`src/rtl/egod_defines.svh`:
```
// Offsets, reset values and limits for the electronic gear and overload block
// Included by the top module and by the test bench
`ifndef EGOD_DEFINES_SVH
`define EGOD_DEFINES_SVH
`define EGOD_OFF_NUM 8'h00
`define EGOD_OFF_DEN 8'h04
`define EGOD_OFF_DERATE 8'h08
`define EGOD_OFF_WARN 8'h0C
`define EGOD_OFF_MULT 8'h10
`define EGOD_OFF_CTRL 8'h14
`define EGOD_OFF_STAT 8'h18
`define EGOD_OFF_HEAT 8'h1C
`define EGOD_RST_NUM 32'h0000_0040
`define EGOD_RST_DEN 32'h0000_0001
`define EGOD_RST_DERATE 16'h0064
`define EGOD_RST_WARN 8'h14
`define EGOD_RST_MULT 9'h001
`define EGOD_GEAR_MAX 32'h4000_0000
`define EGOD_HEAT_LIMIT 32'h000F_4240
`define EGOD_HEAT_MAX 32'hFFFF_0000
`define EGOD_RATIO_MIN_DIV 64'h0000_0000_0000_03E8
`define EGOD_RATIO_MAX 64'h0000_0000_0000_FA00
`define EGOD_DERATE_MIN 16'h000A
`define EGOD_PCT_FULL 16'h0064
`define EGOD_RESP_OK 2'h0
`define EGOD_RESP_ERR 2'h2
`endif

```
`src/rtl/egod_pkg.sv`:
```
// Types shared by the electronic gear and overload block
// Assumes egod_defines.svh is on the include path
package egod_pkg;
  typedef struct packed {
    logic awvalid;
    logic [7:0] awaddr;
    logic wvalid;
    logic [31:0] wdata;
    logic [3:0] wstrb;
    logic bready;
    logic arvalid;
    logic [7:0] araddr;
    logic rready;
  } egod_axil_req_t;
  typedef struct packed {
    logic awready;
    logic wready;
    logic bvalid;
    logic [1:0] bresp;
    logic arready;
    logic rvalid;
    logic [31:0] rdata;
    logic [1:0] rresp;
  } egod_axil_rsp_t;
  typedef struct packed {
    logic fb_up;
    logic fb_down;
    logic param_err;
    logic ovl_warn;
    logic ovl_alarm;
  } egod_status_t;
endpackage

```
`src/rtl/egod_top.sv`:
```
// Electronic gear scaler with gear-range check and derated overload detection
// Assumes an AXI4-Lite master on aclk and reference pulse pins from a host
// What this block does
// - Each reference pulse is scaled by the gear into feedback pulses
// - Gear ratio equals numerator register over denominator register
// - Ratio below 0.001 or above 64000 raises parameter error
// - With multiplication enabled each pulse counts n reference units
// - Derating 10 to 100 percent, default 100, used after restart
// - Lower derating lowers the threshold so the alarm comes earlier
// - Warning at warning-level percent of alarm heat, default 20
`timescale 1ns/10ps
`include "egod_defines.svh"
module egod_top #(
  parameter logic [31:0] HEAT_LIMIT = `EGOD_HEAT_LIMIT
) (
  input wire logic aclk,
  input wire logic aresetn,
  input wire egod_pkg::egod_axil_req_t s_req,
  output egod_pkg::egod_axil_rsp_t s_rsp,
  input wire logic ref_pulse,
  input wire logic ref_dir,
  input wire logic [15:0] load_current,
  output egod_pkg::egod_status_t status
);
  import egod_pkg::*;
  // Heat adds up to a full current step past the limit, so leave headroom
  if (HEAT_LIMIT == 32'h0 || HEAT_LIMIT > `EGOD_HEAT_MAX) begin : g_limit_check
    $error("HEAT_LIMIT out of range");
  end
  ////////////////////////////////////////////////////////////////////////////
  // Register bus
  logic aw_held, w_held, bvalid, rvalid;
  logic [7:0] aw_addr;
  logic [31:0] w_data, rdata;
  logic [3:0] w_strb;
  logic [1:0] bresp, rresp;
  logic [31:0] num, den, heat;
  logic [15:0] derate;
  logic [7:0] warn_lvl;
  logic [8:0] mult;
  logic restart;
  logic next_aw_held, next_w_held, next_bvalid, next_rvalid, next_restart;
  logic [7:0] next_aw_addr;
  logic [31:0] next_w_data, next_rdata, next_num, next_den;
  logic [3:0] next_w_strb;
  logic [1:0] next_bresp, next_rresp;
  logic [15:0] next_derate;
  logic [7:0] next_warn_lvl;
  logic [8:0] next_mult;
  function automatic logic [31:0] merge(input logic [31:0] old, input logic [31:0] nw,
                                        input logic [3:0] strb);
    logic [31:0] r;
    r = old;
    for (int i = 0; i < 4; i++) begin
      if (strb[i]) r[8*i +: 8] = nw[8*i +: 8];
    end
    return r;
  endfunction
  always_comb begin
    logic [31:0] m;
    m = 32'h0;
    next_aw_held = aw_held;
    next_w_held = w_held;
    next_aw_addr = aw_addr;
    next_w_data = w_data;
    next_w_strb = w_strb;
    next_bvalid = bvalid;
    next_bresp = bresp;
    next_rvalid = rvalid;
    next_rdata = rdata;
    next_rresp = rresp;
    next_num = num;
    next_den = den;
    next_derate = derate;
    next_warn_lvl = warn_lvl;
    next_mult = mult;
    next_restart = 1'b0;
    if (s_req.awvalid && !aw_held) begin
      next_aw_held = 1'b1;
      next_aw_addr = s_req.awaddr;
    end
    if (s_req.wvalid && !w_held) begin
      next_w_held = 1'b1;
      next_w_data = s_req.wdata;
      next_w_strb = s_req.wstrb;
    end
    if (bvalid && s_req.bready) next_bvalid = 1'b0;
    if (aw_held && w_held && !bvalid) begin
      next_aw_held = 1'b0;
      next_w_held = 1'b0;
      next_bvalid = 1'b1;
      next_bresp = `EGOD_RESP_OK;
      case (aw_addr)
        `EGOD_OFF_NUM: next_num = merge(num, w_data, w_strb);
        `EGOD_OFF_DEN: next_den = merge(den, w_data, w_strb);
        `EGOD_OFF_DERATE: begin
          m = merge({16'h0, derate}, w_data, w_strb);
          next_derate = m[15:0];
        end
        `EGOD_OFF_WARN: begin
          m = merge({24'h0, warn_lvl}, w_data, w_strb);
          next_warn_lvl = m[7:0];
        end
        `EGOD_OFF_MULT: begin
          m = merge({23'h0, mult}, w_data, w_strb);
          next_mult = m[8:0];
        end
        `EGOD_OFF_CTRL: next_restart = w_strb[0] & w_data[0];
        default: next_bresp = `EGOD_RESP_ERR;
      endcase
    end
    if (rvalid && s_req.rready) next_rvalid = 1'b0;
    if (s_req.arvalid && !rvalid) begin
      next_rvalid = 1'b1;
      next_rresp = `EGOD_RESP_OK;
      case (s_req.araddr)
        `EGOD_OFF_NUM: next_rdata = num;
        `EGOD_OFF_DEN: next_rdata = den;
        `EGOD_OFF_DERATE: next_rdata = {16'h0, derate};
        `EGOD_OFF_WARN: next_rdata = {24'h0, warn_lvl};
        `EGOD_OFF_MULT: next_rdata = {23'h0, mult};
        `EGOD_OFF_CTRL: next_rdata = 32'h0;
        `EGOD_OFF_STAT: next_rdata = {29'h0, status.ovl_alarm, status.ovl_warn,
                                      status.param_err};
        `EGOD_OFF_HEAT: next_rdata = heat;
        default: begin
          next_rdata = 32'h0;
          next_rresp = `EGOD_RESP_ERR;
        end
      endcase
    end
  end
  always_ff @(posedge aclk) begin
    if (!aresetn) begin
      aw_held <= 1'b0;
      w_held <= 1'b0;
      aw_addr <= 8'h0;
      w_data <= 32'h0;
      w_strb <= 4'h0;
      bvalid <= 1'b0;
      bresp <= `EGOD_RESP_OK;
      rvalid <= 1'b0;
      rdata <= 32'h0;
      rresp <= `EGOD_RESP_OK;
      num <= `EGOD_RST_NUM;
      den <= `EGOD_RST_DEN;
      derate <= `EGOD_RST_DERATE;
      warn_lvl <= `EGOD_RST_WARN;
      mult <= `EGOD_RST_MULT;
      restart <= 1'b0;
    end else begin
      aw_held <= next_aw_held;
      w_held <= next_w_held;
      aw_addr <= next_aw_addr;
      w_data <= next_w_data;
      w_strb <= next_w_strb;
      bvalid <= next_bvalid;
      bresp <= next_bresp;
      rvalid <= next_rvalid;
      rdata <= next_rdata;
      rresp <= next_rresp;
      num <= next_num;
      den <= next_den;
      derate <= next_derate;
      warn_lvl <= next_warn_lvl;
      mult <= next_mult;
      restart <= next_restart;
    end
  end
  assign s_rsp = '{awready: !aw_held, wready: !w_held, bvalid: bvalid, bresp: bresp,
                   arready: !rvalid, rvalid: rvalid, rdata: rdata, rresp: rresp};
  ////////////////////////////////////////////////////////////////////////////
  // Active settings, loaded at reset and on restart
  logic [31:0] act_num, act_den;
  logic [15:0] act_derate;
  logic [7:0] act_n;
  logic param_err, next_param_err;
  logic [31:0] next_act_num, next_act_den;
  logic [15:0] next_act_derate;
  logic [7:0] next_act_n;
  always_comb begin
    logic [63:0] lo_prod, hi_prod;
    lo_prod = 64'(num) * `EGOD_RATIO_MIN_DIV;
    hi_prod = 64'(den) * `EGOD_RATIO_MAX;
    next_act_num = act_num;
    next_act_den = act_den;
    next_act_derate = act_derate;
    next_act_n = act_n;
    next_param_err = param_err;
    if (restart) begin
      next_act_num = num;
      next_act_den = den;
      next_act_derate = derate;
      next_act_n = mult[8] ? mult[7:0] : 8'h01;
      next_param_err = (num == 32'h0) || (num > `EGOD_GEAR_MAX) || (den == 32'h0) ||
                       (den > `EGOD_GEAR_MAX) || (lo_prod < 64'(den)) ||
                       (64'(num) > hi_prod) || (derate < `EGOD_DERATE_MIN) ||
                       (derate > `EGOD_PCT_FULL) || (mult[8] && mult[7:0] == 8'h0);
    end
  end
  always_ff @(posedge aclk) begin
    if (!aresetn) begin
      act_num <= `EGOD_RST_NUM;
      act_den <= `EGOD_RST_DEN;
      act_derate <= `EGOD_RST_DERATE;
      act_n <= 8'(`EGOD_RST_MULT);
      param_err <= 1'b0;
    end else begin
      act_num <= next_act_num;
      act_den <= next_act_den;
      act_derate <= next_act_derate;
      act_n <= next_act_n;
      param_err <= next_param_err;
    end
  end
  ////////////////////////////////////////////////////////////////////////////
  // Gear scaler: one feedback pulse per cycle, remainder carried
  logic [1:0] pulse_sync, dir_sync;
  logic pulse_last, fb_up, fb_down;
  logic signed [63:0] acc;
  logic next_pulse_last, next_fb_up, next_fb_down;
  logic signed [63:0] next_acc;
  always_comb begin
    logic signed [63:0] step, d;
    step = $signed(64'(act_num) * 64'(act_n));
    d = $signed(64'(act_den));
    next_pulse_last = pulse_sync[1];
    next_acc = acc;
    next_fb_up = 1'b0;
    next_fb_down = 1'b0;
    if (restart) begin
      next_acc = 64'sh0;
    end else if (!param_err) begin
      if (acc >= d) begin
        next_acc = acc - d;
        next_fb_up = 1'b1;
      end else if (acc <= -d) begin
        next_acc = acc + d;
        next_fb_down = 1'b1;
      end
      if (pulse_sync[1] && !pulse_last) next_acc = dir_sync[1] ? next_acc - step
                                                               : next_acc + step;
    end
  end
  always_ff @(posedge aclk) begin
    if (!aresetn) begin
      pulse_sync <= 2'h0;
      dir_sync <= 2'h0;
      pulse_last <= 1'b0;
      acc <= 64'sh0;
      fb_up <= 1'b0;
      fb_down <= 1'b0;
    end else begin
      pulse_sync <= {pulse_sync[0], ref_pulse};
      dir_sync <= {dir_sync[0], ref_dir};
      pulse_last <= next_pulse_last;
      acc <= next_acc;
      fb_up <= next_fb_up;
      fb_down <= next_fb_down;
    end
  end
  ////////////////////////////////////////////////////////////////////////////
  // Overload heat integrator
  logic warn, alarm, next_warn, next_alarm;
  logic [31:0] next_heat;
  always_comb begin
    logic [47:0] lim_w, heat_w;
    lim_w = 48'(HEAT_LIMIT) * 48'(warn_lvl);
    heat_w = 48'(heat) * 48'(`EGOD_PCT_FULL);
    next_heat = heat;
    if (load_current > act_derate) begin
      if (heat < HEAT_LIMIT) next_heat = heat + 32'(load_current - act_derate);
    end else if (heat != 32'h0) begin
      next_heat = heat - 32'h1;
    end
    // Overload in the restart cycle still sets the alarm
    next_alarm = (heat >= HEAT_LIMIT) || (alarm && !restart);
    next_warn = heat_w >= lim_w;
  end
  always_ff @(posedge aclk) begin
    if (!aresetn) begin
      heat <= 32'h0;
      alarm <= 1'b0;
      warn <= 1'b0;
    end else begin
      heat <= next_heat;
      alarm <= next_alarm;
      warn <= next_warn;
    end
  end
  assign status = '{fb_up: fb_up, fb_down: fb_down, param_err: param_err,
                    ovl_warn: warn, ovl_alarm: alarm};
endmodule // egod_top

```
`config.mk`:
```
export PLATFORM = sky130hd
export DESIGN_NAME = egod_top
export DESIGN_NICKNAME = d
export VERILOG_FILES = /design/src/rtl/egod_pkg.sv /design/src/rtl/egod_top.sv
export VERILOG_INCLUDE_DIRS = /design/src /design/src/rtl
export SDC_FILE = /design/constraint.sdc
export NUM_CORES = 2
export LEC_CHECK = 0
export ABC_AREA = 1
export BUFFER_PORTS_ARGS = -buffer_cell sky130_fd_sc_hd__buf_2
export CAP_MARGIN = 20
export CORE_AREA = 2 2 453 455
export CTS_CLUSTER_SIZE = 8
export DETAILED_ROUTE_END_ITERATION = 12
export DIE_AREA = 0 0 455 457
export SLEW_MARGIN = 20
export SYNTH_ARGS = -nofsm -noshare
export SYNTH_HDL_FRONTEND = slang
export SYNTH_SLANG_ARGS = --single-unit
```
`constraint.sdc`:
```
create_clock -name aclk -period 21.2 [get_ports aclk]
set_clock_uncertainty 0.2 [all_clocks]
set_input_delay 1.06 -clock aclk [delete_from_list [all_inputs] [get_ports aclk]]
set_output_delay 1.06 -clock aclk [all_outputs]
set_load 0.01 [all_outputs]
```
* After elaboration in Yosys (flattened, before gate mapping) *
Index checks and enable logic that the tools add are counted.

word-level totals
  bits in registers = 376
  input bits = 77
  logic and storage cells = 152
  output and inout bits = 46

cells by class
  mux-type cells = 19
  bitwise logic cells = 2
  $add $sub $neg = 8
  reductions and logical operators = 55
  magnitude comparators = 12
  multiply operators = 5
  eq/ne operators = 13

operator list
  cell                                                                                count
  64-bit 2-to-1 mux                                                                   6
  32-bit case mux with 7 select lines                                                 1
  32-bit 2-to-1 mux                                                                   3
  32-bit by 7-bit multiplier with 39-bit output (second input constant)               2
  64-bit by 33-bit adder with 64-bit output                                           1
  64-bit by 41-bit adder with 64-bit output                                           1
  64-bit by 33-bit >= comparator with 1-bit output                                    1
  32-bit by 31-bit greater-than comparator with 1-bit output (second input constant)  2
  64-bit <= comparator                                                                1
  32-bit logical NOT                                                                  2
  32-bit negator with 64-bit output                                                   1
  64-bit by 33-bit subtractor with 64-bit output                                      1
  64-bit by 41-bit subtractor with 64-bit output                                      1
  8-bit by 5-bit equality test with 1-bit output (second input constant)              6
  32-bit by 48-bit greater-than comparator with 1-bit output                          1
  42-bit by 32-bit less-than comparator with 1-bit output                             1
  3-bit AND reduction                                                                 14
  32-bit by 8-bit multiplier with 40-bit output                                       1
  39-bit by 28-bit >= comparator with 1-bit output                                    1
  32-bit by 5-bit multiplier with 37-bit output (second input constant)               1
  32-bit adder                                                                        1
  8-bit by 4-bit equality test with 1-bit output (second input constant)              4
  32-bit by 20-bit >= comparator with 1-bit output (second input constant)            1
  32-bit by 20-bit less-than comparator with 1-bit output (second input constant)     1
  25 further kinds                                                                    59

* Depth between registers and ports, before layout *
  depth after elaboration = 9
  mapped depth = 52
  mapped depth without buffers = 51

* Worst setup path before layout *
OpenSTA, ideal clock, no wires.

  path type = register to register
  from = register act_n[7]
  to = register acc[61]
  cell stages (with the launch flop) = 41
  buffers on the path = 3
  arrival = 6.773 ns
  required time = 20.886 ns
  library setup time = 0.114 ns
  path slack = 14.113 ns
  clock period less this slack = 7.087 ns
  path through = dfxtp_1 > clkbuf_1 > clkbuf_1 > nand2_1 > fa_1 > fa_1 > inv_1 > fa_1 > inv_1 > fa_1 > inv_1 > ha_1 > nand2_1 > inv_2 > nand3_1 > nand2_1 > nand2_1 > nand2_1 > [... 5 more ...] > nand2_2 > nor3_4 > nand3_2 > buf_6 > o31ai_2 > ha_1 > a21oi_1 > inv_1 > a31oi_1 > o21ai_0 > a21oi_1 > nor2_1 > a2111oi_0 > nand2_1 > nand2_1 > nand3_1 > nand3_1 > nand2_1

between the ends
  cells in the longest elaborated chain, start to end = 4
  elaborated cells on any way between the ends = 5
  those cells by class = 2 x add/sub; 1 x mul; 2 x mux

RTL lines
  what                                                                                                         RTL line                          text
  start, declared                                                                                              egod_top.sv:176                   logic [7:0] act_n;
  start signal, assigned                                                                                       egod_top.sv:206                   act_n <= 8'(`EGOD_RST_MULT);
  start signal, assigned                                                                                       egod_top.sv:212                   act_n <= next_act_n;
  32-bit by 8-bit multiplier with 40-bit output *                                                              egod_top.sv:225                   step = $signed(64'(act_num) * 64'(act_n));
  64-bit by 41-bit adder with 64-bit output or 64-bit by 41-bit subtractor with 64-bit output (tied branches)  egod_top.sv:242, egod_top.sv:241
  64-bit 2-to-1 mux * (2 in a row)                                                                             egod_top.sv:241                   if (pulse_sync[1] && !pulse_last) next_acc = dir_sync[1] ? next_acc - step
  end signal, assigned                                                                                         egod_top.sv:257                   acc <= next_acc;
  end, declared                                                                                                egod_top.sv:220                   logic signed [63:0] acc;

Mark *: on every way between the ends. The rest lies on a longest branch, timed or not.
A chain may end at the register's enable or synchronous reset.

* Worst setup path after layout *
  from = register act_n[3]
  to = register acc[49]

The elaborated chain is that of the path after synthesis.

==> impl_metrics.tcl <==
set metrics [dict create \
    synth_top_family_by_area "adder cells" \
    cts_root_buffer "clkbuf_16" \
    status "complete, no violations" \
    via_count 60300 \
    routedWlPerCell_microns 22.0 \
    finalSetupViolations 0 \
    grt_pass1_wl_mm 379 \
    synth_top_area_cell "ha_1" \
    final_hold_viol_count 0 \
    synth-xor-area-share 0.0481 \
    die_area_sq_mm 0.208 \
    powerDensity_mw_per_mm2 98.0 \
    area_delta_synth_final_pct 8.52 \
    cts.repair.resized 0 \
    yosysSeqAreaShare 0.124 \
    cpMostUsedCell "inv_1" \
    crit_type "reg -> reg" \
    std_cell_rows 166 \
    synth_common_cells "nand2_1 (1793), inv_1 (1635), nor2_1 (814)" \
    clk_pin_slew_ns 0.05 \
    start_util 0.298 \
    synthTopCellsByArea "ha_1 (16%), fa_1 (15%), dfxtp_1 (12%), nand2_1 (11%), inv_1 (10%)" \
    synthSimpleGateAreaFrac 0.235 \
    worstSetupStartpointType "register" \
    detail-route-antenna-nets 0 \
    slowest_delay_ns 0.78 \
    post-cts-setup-buffers 0 \
    io_pins 123 \
    grt_pass1_vias 59100 \
    clock_latency_ns 0.70 \
    hpwl_mm 215 \
    fin_cells 11700 \
    synth_area_per_cell_sq_um 6.76 \
    async_flop_share 0 \
    fin_crit_ns 9.74 \
    preCtsSetupSlack_ns 11.71 \
    tns_ns 0 \
    hold_buffers 0 \
    crit_required_ns 21.61 \
    drive_gt1_frac 0.0448 \
    grt_usage 0.241 \
    ir_drop_mv 0.103 \
    htree_levels 2 \
    grt_max_degree 90 \
    synthAdderAreaFrac 0.311 \
    rsz0062_at_grt "false" \
    p_leak_nw 34.7 \
    cts_sinks 374 \
    max_freq_mhz 103 \
    worstMarginPinSlew_ns 1.18 \
    cts_buffers 56 \
    cts_tree "done" \
    synth_top_area_share 0.158 \
    end_kind "register" \
    place_congestion 1.01 \
    post-place-cells 11600 \
    die_h_microns 457 \
    muxShareOfSynthArea 0.000827 \
    netlist_area_sq_mm 0.0605 \
    synth_edf_count 0 \
    dieWidth_microns 455 \
    yosys_warnings 0 \
    synth.most_common_cell "nand2_1" \
    hp-class "reg -> reg" \
    ys.flop_type "dfxtp_1" \
    grt-ovfl-total 0 \
    cpMaxStageDelayCell "dfxtp_1" \
    synth-compound-area-share 0.160 \
    drc 0 \
    crit_fanout 18 \
    antenna_found_initial 16 \
    final_util 0.323 \
    viasPerCell 5.17 \
    post-route-period-util 0.459 \
    slew_violations 0 \
    nets 10200 \
    drtPass1Iterations 6 \
    rrSetupSlack_ns 11.46 \
    netlist_instances 8944 \
    port_buffers 120 \
    ys_types 79 \
    setup_slack_ns 11.46 \
    cp.arrival_ns 10.15 \
    whs_ns 0.209 \
    drt-total-wl_mm 256 \
    cap_violations 0 \
    cts_max_path_buffers 3 \
    relSlewSlack 0.204 \
    drtIter0Drc 5338 \
    synth.ff_latch_count 374 \
    fp.coreArea_sq_mm 0.203 \
]
[path summary, 6_finish.rpt]
kind,end,cells after the start,from
worst max-delay path,acc[49]$_SDFFE_PP0N_,35,act_n[3]$_SDFFE_PN0P_
worst min-delay path,dir_sync[1]$_SDFF_PN0_,2,dir_sync[0]$_SDFF_PN0_
worst max register to register,acc[49]$_SDFFE_PP0N_,35,act_n[3]$_SDFFE_PN0P_
worst min register to register,dir_sync[1]$_SDFF_PN0_,2,dir_sync[0]$_SDFF_PN0_
[metal layers]
metal / up-vias / part of all wire / routed length, microns / GRT usage
li1: 28800 / - / - / -
met1: 28900 / 0.41 / 104000 / 0.301
met2: 2094 / 0.47 / 119000 / 0.401
met3: 499 / 0.061 / 15700 / 0.0315
met4: 14 / 0.065 / 16600 / 0.133
met5: - / 0.00038 / 98 / 0
[report_power, final]
part | leakage [nW] | switching [mW] | total [mW] | internal (mW)
Sequential | 3.05 | 0.209 | 1.00 | 0.793
Clock | 0.804 | 0.378 | 0.892 | 0.514
Combinational | 30.8 | 3.08 | 4.54 | 1.46
[cells in the final DEF (no fill, tap or decap), types with 11 or more instances in the layout]
cell type	synthesis	layout
nand3b_1	31	31
clkbuf_16	0	56
o22ai_1	85	85
nor3_1	105	105
fa_1	465	465
nor2_2	11	15
o221ai_1	28	28
and2_1	18	17
nand3_1	331	331
o21ai_0	592	592
a31oi_1	48	48
nand2_1	1793	1792
buf_2	42	119
ha_1	762	762
a211oi_1	11	11
xor2_1	242	242
o21a_1	25	25
a21o_1	37	37
buf_4	14	77
nand4_1	111	111
dfxtp_1	374	374
nor2_1	814	808
o21ai_1	33	33
a21oi_1	703	703
nand2_2	24	25
inv_2	19	21
o211ai_1	34	34
xnor2_1	90	90
inv_1	1635	1633
a21boi_0	24	24
or2_2	21	21
a221oi_1	13	13
o21bai_1	39	39
nor4_1	49	49
[sequential cells by signal (all words and copies together) (netlist names), 9 cells and up]
signal      flops
den            32
act_derate     16
rdata          32
act_den        32
acc            64
derate         16
act_num        32
mult            9
num            32
heat           32
w_data         32
[layout make-up]
type                       count  area (sq um)
antenna                        8          20.0
fill                       22300        138000
timing repair buffer         197          1200
multi-input combinational   6655         45700
sequential                   374          7490
inverter                    1658          6230
clock buffer                  68          1500
tap                         2688          3360
clock inverter                 8           151
[cell families after synthesis]
group / count (synthesis)
simple gates: 3359
buf+inv: 1916
compound gates: 1730
fa+ha+maj: 1227
flops: 374
xor+xnor: 332
mux: 5
other cells: 1
[critical path: cells and delay by family, from the launching register on]
kind | cells | cell delay, ns
compound gates | 2 | 0.51
xor+xnor | 1 | 0.11
flops | 1 | 0.78
fa+ha+maj | 6 | 2.81
buf+inv | 8 | 0.83
simple gates | 18 | 4.40
[metrics by stage]
stage | area, sq um | power [mW]
floorplan | 60500 | 3.99
global placement | 64000 | 5.45
detailed placement | 64000 | 5.44
CTS | 65600 | 6.35
global route | 65600 | 6.96
finish | 65700 | 6.43
Power figures use the tool's default switching activity.
